[src/core/cbs_pkg.sv]
// Shared constants and carrier types for the buck sequencer
package cbs_pkg;
	localparam int unsigned CLK_HZ        = 10_000_000;
	localparam int unsigned CLK_NS        = 1_000_000_000 / CLK_HZ;
	localparam int unsigned MIN_OFF_NS    = 400;
	localparam int unsigned MIN_OFF_CYC   = (MIN_OFF_NS + CLK_NS - 1) / CLK_NS;
	localparam int unsigned TON_OFFS_NS   = 50;
	localparam int unsigned TON_OFFS_CYC  = (TON_OFFS_NS + CLK_NS - 1) / CLK_NS;
	localparam int unsigned NOC_WAIT_NS   = 2000;
	localparam int unsigned NOC_WAIT_CYC  = NOC_WAIT_NS / CLK_NS;
	localparam int unsigned NOC_PROBE_NS  = 300;
	localparam int unsigned NOC_PROBE_CYC = (NOC_PROBE_NS + CLK_NS - 1) / CLK_NS;
	localparam int unsigned DEGLITCH_NS   = 5000;
	localparam int unsigned DEGLITCH_CYC  = (DEGLITCH_NS + CLK_NS - 1) / CLK_NS;
	localparam int unsigned SS_STEP_CYC   = 110;
	localparam int unsigned SS_TOTAL_CYC  = 4 * SS_STEP_CYC;
	localparam int unsigned TIMER_W       = 8;
	localparam int unsigned SS_W          = 9;
	localparam int unsigned SENSE_LAG_CYC = 3;
	localparam logic [7:0]  TON_RST       = 8'h10;
	localparam logic [1:0]  STEP_RST      = 2'h0;

	// Switching states
	typedef enum logic [2:0]
	{
		CBS_OFF     = 3'b000,
		CBS_BOOT    = 3'b001,
		CBS_LOW     = 3'b010,
		CBS_HIGH    = 3'b011,
		CBS_MINOFF  = 3'b100,
		CBS_NOCWAIT = 3'b101,
		CBS_NOCPROB = 3'b110
	} cbs_state_t;

	// Raw comparator and supply levels
	typedef struct packed
	{
		logic analogPor;
		logic analogUvloOk;
		logic driverSupplyOk;
		logic referenceInputOk;
		logic overVoltage;
		logic underVoltage;
		logic pgWindowOut;
		logic pgNinety;
		logic posOverCurrent;
		logic negOverCurrent;
		logic lowGateOff;
		logic phaseLow;
	} cbs_sense_t;

	// Drive outputs
	typedef struct packed
	{
		logic highSideGate;
		logic lowSideGate;
		logic gateTriState;
		logic limitSourceOn;
		logic bufferedReferenceOn;
		logic terminationOn;
		logic powerGoodOut;
		logic [1:0] limitStep;
		logic faultOv;
		logic faultUv;
	} cbs_drive_t;
endpackage

[src/core/cbs_deglitch.sv]
// Two-stage synchroniser followed by a persistence filter
`timescale 1ns/1ps
module cbs_deglitch
(
	// Clock and reset
	input  wire logic clk_sys,
	input  wire logic rst,
	// Level in and out
	input  wire logic levelIn,
	input  wire logic filterClr,
	output logic      levelSync,
	output logic      levelStable
);
	import cbs_pkg::*;

	typedef struct packed
	{
		logic                 meta;
		logic                 sync;
		logic [TIMER_W-1:0]   cnt;
		logic                 stable;
	} cbs_dg_t;

	cbs_dg_t st_r;
	cbs_dg_t st_nxt;

	always_comb
	begin
		st_nxt      = st_r;
		st_nxt.meta = levelIn;
		st_nxt.sync = st_r.meta;
		if (filterClr || st_r.sync == st_r.stable)
			st_nxt.cnt = '0;
		else if (st_r.cnt == TIMER_W'(DEGLITCH_CYC - 1))
		begin
			st_nxt.stable = st_r.sync;
			st_nxt.cnt    = '0;
		end
		else
			st_nxt.cnt = st_r.cnt + 1'b1;
		if (filterClr)
			st_nxt.stable = 1'b0;
	end

	always_ff @(posedge clk_sys)
	begin
		if (rst)
			st_r <= '0;
		else
			st_r <= st_nxt;
	end

	assign levelSync   = st_r.sync;
	assign levelStable = st_r.stable;
endmodule

[src/core/cbs_sequencer.sv]
// Constant on-time buck sequencer with soft start and fault latches
//
// Operation
// - After each high-side pulse hold a minimum off-time of 400 ns.
// - High-side on-time from a one-shot; grows with output, shrinks with input, plus 50 ns.
// - Buffered reference on when reference input valid and analog supply present.
// - Termination output needs driver, analog and reference; driver loss keeps reference.
// - Limit-sense current source on only while low-side gate is on.
// - Positive over-current withholds the next high-side pulse until it clears.
// - Negative over-current: low side off, wait 2 us, probe 300 ns, repeat.
// - Power-good low until soft start done and output reaches 90 percent.
// - Power-good changes only after condition persists 5 us.
// - Overvoltage latches low side on and controller off until fault reset.
// - Overvoltage must persist 5 us before latching.
// - Undervoltage latches both gates tri-stated and controller off.
// - Undervoltage must persist 5 us before latching.
// - Fault latch clears only on analog supply or reference input toggle.
// - Power-on reset above 3 V; lockout inhibits switching and reference.
// - Lockout release enables reference, clears faults and soft-start timer.
// - Switching needs reference input, driver supply and analog supply.
// - First switching action after enable is a low-side pulse.
// - Soft start: four 110-pulse steps, 25 to 100 percent, first double off-time.
// - Undervoltage and power-good qualification enabled after fourth soft-start step.
// - Analog supply falling to lockout tri-states gates and disables reference.
// - High side waits for low gate off; low side waits for phase low.
`timescale 1ns/1ps
module cbs_sequencer
(
	// Clock and reset
	input  wire logic               clk_sys,
	input  wire logic               rst,
	// Analog comparator and supply levels
	input  wire cbs_pkg::cbs_sense_t senseIn,
	// Error comparator: output below reference, request next on-pulse
	input  wire logic               feedbackLow,
	// On-time one-shot: capacitor reached output level
	input  wire logic               onTimeDone,
	// Gate and status outputs
	output cbs_pkg::cbs_drive_t     driveOut
);
	import cbs_pkg::*;

	typedef struct packed
	{
		cbs_state_t          state;
		logic [TIMER_W-1:0]  timer;
		logic [SS_W-1:0]     ssCount;
		logic                ssDone;
		logic                faultOv;
		logic                faultUv;
		logic                prevUvloOk;
		logic                prevRefOk;
		logic                lowRel;
		logic [5:0]          mSync1;
		logic [5:0]          mSync2;
		logic                fbSync1;
		logic                fbSync2;
		logic                tonSync1;
		logic                tonSync2;
		cbs_drive_t          drive;
	} cbs_seq_t;

	cbs_seq_t st_r;
	cbs_seq_t st_nxt;

	logic ovStable;
	logic uvStable;
	logic pgStable;
	logic ocSync;
	logic ncSync;
	logic pg90Sync;
	logic pgBadRaw;
	logic filterClr;

	// Synchronised supply and gate-feedback levels
	logic uvloOk;
	logic refOk;
	logic drvOk;
	logic lgOff;
	logic phLow;

	function automatic logic [TIMER_W-1:0] minOffFor(input logic [1:0] step);
		minOffFor = (step == 2'h0) ? TIMER_W'(2 * MIN_OFF_CYC) : TIMER_W'(MIN_OFF_CYC);
	endfunction

	// Soft-start step of a pulse count
	function automatic logic [1:0] stepOf(input logic [SS_W-1:0] count);
		if (count < SS_W'(SS_STEP_CYC))
			stepOf = 2'h0;
		else if (count < SS_W'(2 * SS_STEP_CYC))
			stepOf = 2'h1;
		else if (count < SS_W'(3 * SS_STEP_CYC))
			stepOf = 2'h2;
		else
			stepOf = 2'h3;
	endfunction

	assign filterClr = ~(uvloOk & refOk);
	assign pgBadRaw  = st_r.mSync2[3] | ~pg90Sync;

	// Filtered fault and window comparators, then synchronised-only current and supply levels
	cbs_deglitch u_ov
	(
		.clk_sys     (clk_sys),
		.rst         (rst),
		.levelIn     (senseIn.overVoltage),
		.filterClr   (filterClr),
		.levelSync   (),
		.levelStable (ovStable)
	);
	cbs_deglitch u_uv
	(
		.clk_sys     (clk_sys),
		.rst         (rst),
		.levelIn     (senseIn.underVoltage),
		.filterClr   (filterClr),
		.levelSync   (),
		.levelStable (uvStable)
	);
	cbs_deglitch u_pg
	(
		.clk_sys     (clk_sys),
		.rst         (rst),
		.levelIn     (pgBadRaw),
		.filterClr   (filterClr),
		.levelSync   (),
		.levelStable (pgStable)
	);
	cbs_deglitch u_oc
	(
		.clk_sys     (clk_sys),
		.rst         (rst),
		.levelIn     (senseIn.posOverCurrent),
		.filterClr   (1'b0),
		.levelSync   (ocSync),
		.levelStable ()
	);
	cbs_deglitch u_nc
	(
		.clk_sys     (clk_sys),
		.rst         (rst),
		.levelIn     (senseIn.negOverCurrent),
		.filterClr   (1'b0),
		.levelSync   (ncSync),
		.levelStable ()
	);
	cbs_deglitch u_p9
	(
		.clk_sys     (clk_sys),
		.rst         (rst),
		.levelIn     (st_r.mSync2[5] & st_r.mSync2[4]),
		.filterClr   (1'b0),
		.levelSync   (uvloOk),
		.levelStable ()
	);
	cbs_deglitch u_rf
	(
		.clk_sys     (clk_sys),
		.rst         (rst),
		.levelIn     (senseIn.referenceInputOk),
		.filterClr   (1'b0),
		.levelSync   (refOk),
		.levelStable ()
	);
	cbs_deglitch u_dr
	(
		.clk_sys     (clk_sys),
		.rst         (rst),
		.levelIn     (senseIn.driverSupplyOk),
		.filterClr   (1'b0),
		.levelSync   (drvOk),
		.levelStable ()
	);

	assign pg90Sync = st_r.mSync2[2];
	assign lgOff    = st_r.mSync2[0];
	assign phLow    = st_r.mSync2[1];

	always_comb
	begin
		logic enable;
		logic faultAny;
		logic ssClr;
		logic hsStart;
		logic lowOn;
		enable   = 1'b0;
		lowOn    = 1'b0;
		faultAny = 1'b0;
		ssClr    = 1'b0;
		hsStart  = 1'b0;
		st_nxt   = st_r;

		st_nxt.mSync1   = {senseIn.analogUvloOk, senseIn.analogPor, senseIn.pgWindowOut,
			senseIn.pgNinety, senseIn.phaseLow, senseIn.lowGateOff};
		st_nxt.mSync2   = st_r.mSync1;
		st_nxt.fbSync1  = feedbackLow;
		st_nxt.fbSync2  = st_r.fbSync1;
		st_nxt.tonSync1 = onTimeDone;
		st_nxt.tonSync2 = st_r.tonSync1;
		st_nxt.prevUvloOk = uvloOk;
		st_nxt.prevRefOk  = refOk;

		// Fault latches clear only on supply or reference toggle
		if ((uvloOk && !st_r.prevUvloOk) || (refOk && !st_r.prevRefOk))
		begin
			st_nxt.faultOv = 1'b0;
			st_nxt.faultUv = 1'b0;
		end
		// A fault arriving with the clear still latches
		if (ovStable && uvloOk && refOk)
			st_nxt.faultOv = 1'b1;
		if (uvStable && st_r.ssDone && !st_r.faultOv)
			st_nxt.faultUv = 1'b1;
		faultAny = st_r.faultOv | st_r.faultUv;

		enable = uvloOk & refOk & drvOk;
		ssClr  = ~enable;

		if (ssClr || faultAny)
		begin
			st_nxt.state = CBS_OFF;
			st_nxt.timer = '0;
		end
		else
		begin
			case (st_r.state)
				CBS_OFF:
				begin
					st_nxt.state = CBS_BOOT;
					st_nxt.timer = TIMER_W'(NOC_PROBE_CYC);
				end
				CBS_BOOT:
				begin
					if (st_r.timer != '0)
						st_nxt.timer = st_r.timer - 1'b1;
					else
						st_nxt.state = CBS_LOW;
				end
				CBS_LOW:
				begin
					if (ncSync && !st_r.lowRel)
					begin
						st_nxt.state = CBS_NOCWAIT;
						st_nxt.timer = TIMER_W'(NOC_WAIT_CYC);
					end
					else if (ocSync)
						st_nxt.lowRel = 1'b0;
					else if (!st_r.lowRel)
					begin
						// Release the low side, then let its sensor catch up
						if (st_r.fbSync2)
						begin
							st_nxt.lowRel = 1'b1;
							st_nxt.timer  = TIMER_W'(SENSE_LAG_CYC);
						end
					end
					else if (st_r.timer != '0)
						st_nxt.timer = st_r.timer - 1'b1;
					else if (lgOff)
						hsStart = 1'b1;
				end
				CBS_HIGH:
				begin
					if (st_r.timer != '0)
						st_nxt.timer = st_r.timer - 1'b1;
					else if (st_r.tonSync2)
					begin
						st_nxt.state = CBS_MINOFF;
						st_nxt.timer = minOffFor(st_r.drive.limitStep);
					end
				end
				CBS_MINOFF:
				begin
					if (st_r.timer != '0)
						st_nxt.timer = st_r.timer - 1'b1;
					else if (phLow)
						st_nxt.state = CBS_LOW;
				end
				CBS_NOCWAIT:
				begin
					if (st_r.timer != '0)
						st_nxt.timer = st_r.timer - 1'b1;
					else if (phLow)
					begin
						st_nxt.state = CBS_NOCPROB;
						st_nxt.timer = TIMER_W'(NOC_PROBE_CYC);
					end
				end
				CBS_NOCPROB:
				begin
					if (st_r.timer != '0)
						st_nxt.timer = st_r.timer - 1'b1;
					else if (ncSync)
					begin
						st_nxt.state = CBS_NOCWAIT;
						st_nxt.timer = TIMER_W'(NOC_WAIT_CYC);
					end
					else
						st_nxt.state = CBS_LOW;
				end
				default:
				begin
					st_nxt.state = CBS_OFF;
					st_nxt.timer = '0;
				end
			endcase
		end
		if (hsStart)
		begin
			st_nxt.state = CBS_HIGH;
			st_nxt.timer = TIMER_W'(TON_OFFS_CYC);
		end
		if (st_nxt.state != CBS_LOW)
			st_nxt.lowRel = 1'b0;
		lowOn = (st_nxt.state == CBS_LOW) & ~st_nxt.lowRel;

		// Soft-start counts high-side pulses
		if (ssClr || !st_r.prevUvloOk)
		begin
			st_nxt.ssCount = '0;
			st_nxt.ssDone  = 1'b0;
		end
		else if (hsStart && !st_r.ssDone)
		begin
			if (st_r.ssCount == SS_W'(SS_TOTAL_CYC - 1))
				st_nxt.ssDone = 1'b1;
			st_nxt.ssCount = st_r.ssCount + 1'b1;
		end

		// Outputs
		st_nxt.drive.bufferedReferenceOn = uvloOk & refOk;
		st_nxt.drive.terminationOn = enable & ~faultAny;
		st_nxt.drive.faultOv = st_nxt.faultOv;
		st_nxt.drive.faultUv = st_nxt.faultUv;
		st_nxt.drive.limitStep = st_nxt.ssDone ? 2'h3 : stepOf(st_r.ssCount);
		st_nxt.drive.gateTriState = ~uvloOk | (st_nxt.faultUv & ~st_nxt.faultOv);
		st_nxt.drive.highSideGate = (st_nxt.state == CBS_HIGH) & ~st_nxt.faultOv & ~st_nxt.faultUv;
		st_nxt.drive.lowSideGate  = st_nxt.faultOv ? uvloOk :
			((st_nxt.state == CBS_BOOT) | lowOn | (st_nxt.state == CBS_NOCPROB));
		st_nxt.drive.limitSourceOn = st_nxt.drive.lowSideGate & ~st_nxt.faultOv;
		st_nxt.drive.powerGoodOut = st_r.ssDone & ~pgStable & ~faultAny & enable;
	end

	always_ff @(posedge clk_sys)
	begin
		if (rst)
		begin
			st_r            <= '0;
			st_r.state      <= CBS_OFF;
			st_r.drive.limitStep <= STEP_RST;
			st_r.drive.gateTriState <= 1'b1;
		end
		else
			st_r <= st_nxt;
	end

	assign driveOut = st_r.drive;
endmodule

[config.mk]
export PLATFORM = sky130hd
export DESIGN_NAME = cbs_sequencer
export DESIGN_NICKNAME = d
export VERILOG_FILES = /design/src/core/cbs_pkg.sv /design/src/core/cbs_deglitch.sv /design/src/core/cbs_sequencer.sv
export SDC_FILE = /design/constraint.sdc
export NUM_CORES = 1
export LEC_CHECK = 0
export ABC_AREA = 1
export BUFFER_PORTS_ARGS = -buffer_cell sky130_fd_sc_hd__buf_2
export CAP_MARGIN = 20
export CORE_MARGIN = 4
export CORE_UTILIZATION = 57
export DETAILED_ROUTE_END_ITERATION = 6
export MAX_ROUTING_LAYER = met4
export PLACE_DENSITY = 0.77
export SLEW_MARGIN = 20
export SYNTH_ARGS = -nofsm -noshare
export SYNTH_HDL_FRONTEND = slang
export SYNTH_HIERARCHICAL = 1
export SYNTH_SLANG_ARGS = --single-unit
[constraint.sdc]
create_clock -name clk_sys -period 1.89 [get_ports clk_sys]
set_clock_uncertainty 0.2 [all_clocks]
set_input_delay 0.0945 -clock clk_sys [delete_from_list [all_inputs] [get_ports clk_sys]]
set_output_delay 0.0945 -clock clk_sys [all_outputs]
set_load 0.01 [all_outputs]
==> metrics.txt, run 1 <==
Syn Nets approximately 670; ratio of cells with drive above 1 in the final layout 0.2834; final WL 9689 µm; cell count after synthesis roughly 650; clk sink count 94; Layout Cell Area excl Fill ~5700 µm²; Peak Freq around 500 MHz; path type of the worst min-delay path reg2reg; clock buffer depth 2; Die X roughly 100 µm; ANT nets after route 0; syn avg cell area 7.215 µm²; Rel. slew slack 0.6163; DRC Markers 0; failing checks negative setup slack; Worst EP required between 1.5 and 2 ns; CTS tree built; worst setup path category reg2reg; Worst Reg2Reg Path Length in Cells 14; CP startpoint kind flip-flop; DRT Pass-1 Iters 4; drt via density ~4.9; ant diodes 0; Post-Synthesis Cell Area between 4000 and 5000 µm²; unrepaired setup endpoints after global routing true; CP Capture Type flip-flop; Max Slew Vio Count 0; Starting Density 0.5939; Hold Violations, Final 0; largest fanout on the critical path 5; total of max-cap violations 0; core box area 7848 µm²; hold path depth 2; vias in the first global route 3825; outcome finished with violations; root buffer cell clkbuf_8; Layout Cells excl Fill a little over 800; H-tree depth 3; drt wl/cell about 12 µm; Ys Warns 6; Final min period 2.004 ns; nets between 700 and 800; number of instances in the placed design 789; clock transition at the registers of the reported paths around 0.10 ns; DPL Wire Length between 7000 and 8000 µm; CTS Buf Count 9; 1st-iter DRT viols between 150 and 200; Die ar. 9687 µm²; # IOs 27; Max VDD drop between 0.0005 and 0.0006 V; worst skew pair latency ~0.36 ns; initial antenna violation count 0; final worst setup slack -0.1142 ns; CP Data Arrival Time about 2.1 ns; total grt overflow 0; Die Y just under 100 µm; largest net degree at the start of global routing 28; Syn-to-layout area delta 22.44%; worst slew pin tran around 0.58 ns; vias 4024; dpl cell area just over 5000 µm²; Pwr Density just over 600 nW/µm²; row count 32; GRT Overall Usage 0.2125; first-pass GRT wire length 16600 µm; number of port buffers 26; Final Setup Violations 12; Placement Setup Slack -0.1877 ns; period utilisation layout 1.060; Final GP Congestion slightly below 1; Leakage Power approximately 2.5 nW
## area by class of cell
class	count	area, µm²
Sequential cell	94	1886
Tap cell	102	127.6
Multi-Input combinational cell	416	2397
Clock inverter	7	90.09
Inverter	121	456.7
Fill cell	616	2141
Timing Repair Buffer	80	625.6
Clock buffer	9	123.9
## critical path: stages (launching register included)
cell,delay [ns]
dfxtp_2,0.33
inv_2,0.07
ha_4,0.17
buf_12,0.11
nand3_4,0.08
nor2_4,0.15
nand2_1,0.07
nand2_1,0.07
nand2_1,0.05
inv_1,0.06
nand2_2,0.06
o21bai_1,0.20
buf_4,0.15
nand2_1,0.05
nor3_1,0.11
## final timing paths
path,start,to,slack [ns]
setup / recovery,st_r[43],st_r[27],-0.11
hold / removal,st_nxt[16],phLow,0.20
setup reg to reg,st_r[43],st_r[27],-0.11
hold reg to reg,st_nxt[16],phLow,0.20
## state kept, by name (all words and copies together), names as in the netlist, 8 cells and up
name,count
st_r,29
driveOut,11
st_nxt,8
u_ov/st_r,8
u_pg/st_r,8
u_uv/st_r,8
## cells in the final DEF (no fill, tap or decap), types with 6 or more instances in the layout
cell / instances
xor2_1: 8
nand3_2: 7
nor3_1: 7
o21ai_1: 6
clkbuf_8: 9
ha_1: 8
o21ai_0: 18
nor2_1: 77
inv_1: 107
dfxtp_1: 91
buf_2: 26
nor2_2: 30
nor2_4: 11
inv_2: 13
a21oi_1: 20
a21oi_2: 14
dlygate4sd3_1: 18
nand2_1: 113
nand2_2: 29
nand3_1: 30
buf_4: 31
## per-layer routing
layer | global-route usage | routed length, µm | up-vias
met2 | 0.3510 | 4768 | 64
met1 | 0.2567 | 4429 | 1817
met5 | - | 0 | -
met4 | 0.07458 | 140 | 0
li1 | - | - | 2129
met3 | 0.04671 | 351 | 14
## stage by stage
stage          hold slack, ns  power (mW)  TNS, ns    util
2_1_floorplan        -0.03646       2.113        0       -
3_3_place_gp          0.09351       2.144  -0.7175  0.6462
3_5_place_dp          0.09950       2.148   -1.599  0.6462
4_1_cts                0.2051       3.577  -0.1705  0.7081
5_1_grt                0.2166       3.679   -2.488  0.7272
6_report               0.2044       3.548  -0.4978  0.7272
## power breakdown
part / switching (mW) / total (mW) / internal (mW)
logic: 0.0556 / 0.109 / 0.0536
registers: 0.0136 / 2.02 / 2.01
clock network: 0.773 / 1.41 / 0.641
total: 0.843 / 3.55 / 2.71
## repair_timing
item / CTS / global route
setup buffers: 3 / 3
hold buffers: 18 / 0
endpoints found under the setup margin: 19 / 26
hold endpoints to repair: 20 / 0
pin swaps: 10 / 16
resized for setup: 24 / 39
Note: power is estimated with default switching activity, not from simulation.
==> run 2: changes to the inputs <==
CORE_UTILIZATION = 54   (was 57)
PLACE_DENSITY = 0.75   (was 0.77)
SYNTH_HIERARCHICAL = default   (was 1)
==> run 2 against run 1 <==
Compared with the run above:
- the flow still finishes with violations (negative setup slack)
- global-route usage increased by 0.44 points
- sequential cell count unchanged
- sequential power about the same
- sequential share of layout area increased by 3.2 points
- core utilization decreased by 2.3 points
- largest power group unchanged
==> metrics.txt, run 2 <==
outcome finished with violations; failing checks negative setup slack; cell count after synthesis 571; Final GP Congestion between 0.9 and 1; nets approximately 670; CTS tree built; Post-Synthesis Cell Area 4205 µm²; Ys Warns 0; ratio of cells with drive above 1 in the final layout 0.2423; largest fanout on the critical path 5; largest net degree at the start of global routing 25; path type of the worst min-delay path reg2reg; row count 31; GRT Overall Usage 0.2169; Rel. slew slack 0.6995; critical path's most frequent cell nand3_4; Slowest cell on crit path dfxtp_2; Die X 96.25 µm; Pwr Density between 600 and 700 nW/µm²; total of max-cap violations 0; drt wl/cell around 13 µm; Worst EP required around 2 ns; Leakage Power ~2.3 nW; commonest cells in the netlist inv_1, nor2_1, dfxtp_1; Syn-to-layout area delta 24.10%; Synth cell types 41; most frequent cells in the layout inv_1, dfxtp_1, nor2_1; Yosys top cell area share 0.4475; drt via density ~5.1; sequential share of power 0.600; Max VDD drop 0.0005576 V; most common cell after layout, fill and taps aside inv_1; Largest Register st_r; Net Sw Power 0.8142 mW; Synth area leader dfxtp_1; period utilisation layout 1.053; Max Slew Vio Count 0; CP Data Arrival Time about 2.1 ns; H-tree depth 3; CTS Buf Count 9; Starting Density 0.5676; worst slew pin tran roughly 0.45 ns; clock buffer depth 2; ant diodes 0; core box area 7408 µm²; syn avg cell area 7.365 µm²; number of enable flip-flop cells after synthesis 0; total grt overflow 0; max reg flops 29; initial antenna violation count 0; synthesized flop and latch total 94; ANT nets after route 0; number of port buffers 26; vias in the first global route about 3.6k; Internal 2.555 mW; Hold Violations, Final 0; Die ar. approximately 9300 µm²; DPL Wire Length ~6600 µm; WHS approximately 0.2 ns; first-pass GRT wire length 15390 µm; CP startpoint kind flip-flop; Final min period around 2.0 ns; DRC Markers 0; worst setup path category reg2reg; crit-path cells inv_2 > ha_4 > nand3_4 > nor2_8 > nand4_4 > nor2_4 > nand2_4 > inv_4 > nand3_4 > a21oi_2 > o21a_1; worst skew pair latency between 0.3 and 0.4 ns; Clock power frac 0.371; Die Y between 90 and 100 µm; async set-or-reset flop fraction in the synthesized netlist 0; sw frac 0.2417; dominant synthesized flop cell dfxtp_1; Syn Nets around 600; fin util 0.7044; Peak Freq roughly 500 MHz; Buf/Inv on CP 2; DRT Pass-1 Iters 4; Final Setup Violations 9; clock transition at the registers of the reported paths around 0.10 ns; final WL between 9000 and 10000 µm; unrepaired setup endpoints after global routing true; clk sink count 94; # IOs 27; sequential-to-total area share from yosys stat 0.4475; Top delay family on crit path simple AND/OR/NAND/NOR gates; root buffer cell clkbuf_8; final worst setup slack -0.1007 ns; combinational group share of total power 0.029; Critical Path Max Stage Delay approximately 0.33 ns; Synth area leaders dfxtp_1, inv_1, nor2_1, nand2_1, nand3_1; vias approximately 3.8k; CP Capture Type flip-flop; 1st-iter DRT viols approximately 220
==> run 2: cell count changes in the layout (fill, tap and decap cells not counted), sizes merged, moves of 2 or more <==
cell,previous run,this run
a21boi,3,0
a21oi,35,27
dlygate4sd3,18,15
inv,124,107
nand2,147,95
nand3,38,32
nand4,5,7
nor2,121,100
nor3,10,23
nor3b,1,5
nor4,0,7
o211ai,0,5
o21ai,27,25
==> run 2: power groups by stage <==
stage	Clock, mW	Sequential [mW]	Combinational (mW)
after global placement	0	2.07	0.0687
after CTS	1.28	2.02	0.0943
after floorplan	0	2.06	0.0440
after global routing	1.36	2.03	0.111
after detailed placement	0	2.07	0.0701
final	1.25	2.02	0.0970
==> run 2: area by class of cell <==
class	instances	area, µm²
Sequential cell	94	1891
Clock inverter	6	53.80
Timing Repair Buffer	78	569.3
Inverter	103	396.6
Tap cell	99	123.9
Clock buffer	9	123.9
Multi-Input combinational cell	358	2061
Fill cell	609	2190
==> run 2: worst paths after layout <==
check                           cells after the start             end           start  slack (ns)
worst max-delay path                               11        st_r[37]        st_r[42]       -0.10
worst min-delay path                                2  u_nc.levelSync  u_nc.st_nxt[9]        0.21
worst max register to register                     11        st_r[37]        st_r[42]       -0.10
worst min register to register                      2  u_nc.levelSync  u_nc.st_nxt[9]        0.21
==> run 2: kinds of logic after synthesis <==
logic type               after synthesis  share of synthesized area
AND/OR/NAND/NOR                      269                     0.2925
buffers and inverters                120                     0.1181
adder cells (fa/ha/maj)                9                    0.02678
AO/OA/AOI/OAI                         68                    0.09224
flip-flops                            94                     0.4475
XOR/XNOR                              11                    0.02291
==> run 2: metal layers <==
metal / track usage / part of all wire / routed length [µm]
met1: 0.2527 / 0.43 / 4075
met2: 0.3703 / 0.52 / 4902
met3: 0.05317 / 0.044 / 417
met5: - / 0 / 0
met4: 0.06161 / 0.0094 / 89
==> run 2: timing repair <==
| item | CTS | global route |
|---|---|---|
| resized for setup | 17 | 60 |
| endpoints found under the setup margin | 20 | 28 |
| hold endpoints to repair | 26 | 0 |
| pin swaps | 9 | 27 |
| buffers inserted | 0 | 8 |
| cloned | 0 | 1 |
| hold buffers | 15 | 0 |
==> run 2: stage by stage <==
step | setup WS, ns | cell area, µm² | setup TNS [ns] | instances | total power [mW]
finish | -0.1007 | 5219 | -0.4628 | 747 | 3.369
CTS | -0.04314 | 4966 | -0.08947 | 739 | 3.399
global placement | -0.1157 | 4576 | -0.3400 | 709 | 2.136
global route | -0.2140 | 5219 | -2.281 | 747 | 3.493
detailed placement | -0.1742 | 4576 | -1.284 | 709 | 2.139
floorplan | 0.04563 | 4205 | 0 | 571 | 2.109
==> run 2: worst register-to-register path, stage by stage (launching register included) <==
cell and delay [ns]:
dfxtp_2 0.33, inv_2 0.08, ha_4 0.17, nand3_4 0.11
nor2_8 0.20, nand4_4 0.10, nor2_4 0.18, nand2_4 0.09
inv_4 0.10, nand3_4 0.10, a21oi_2 0.15, o21a_1 0.13
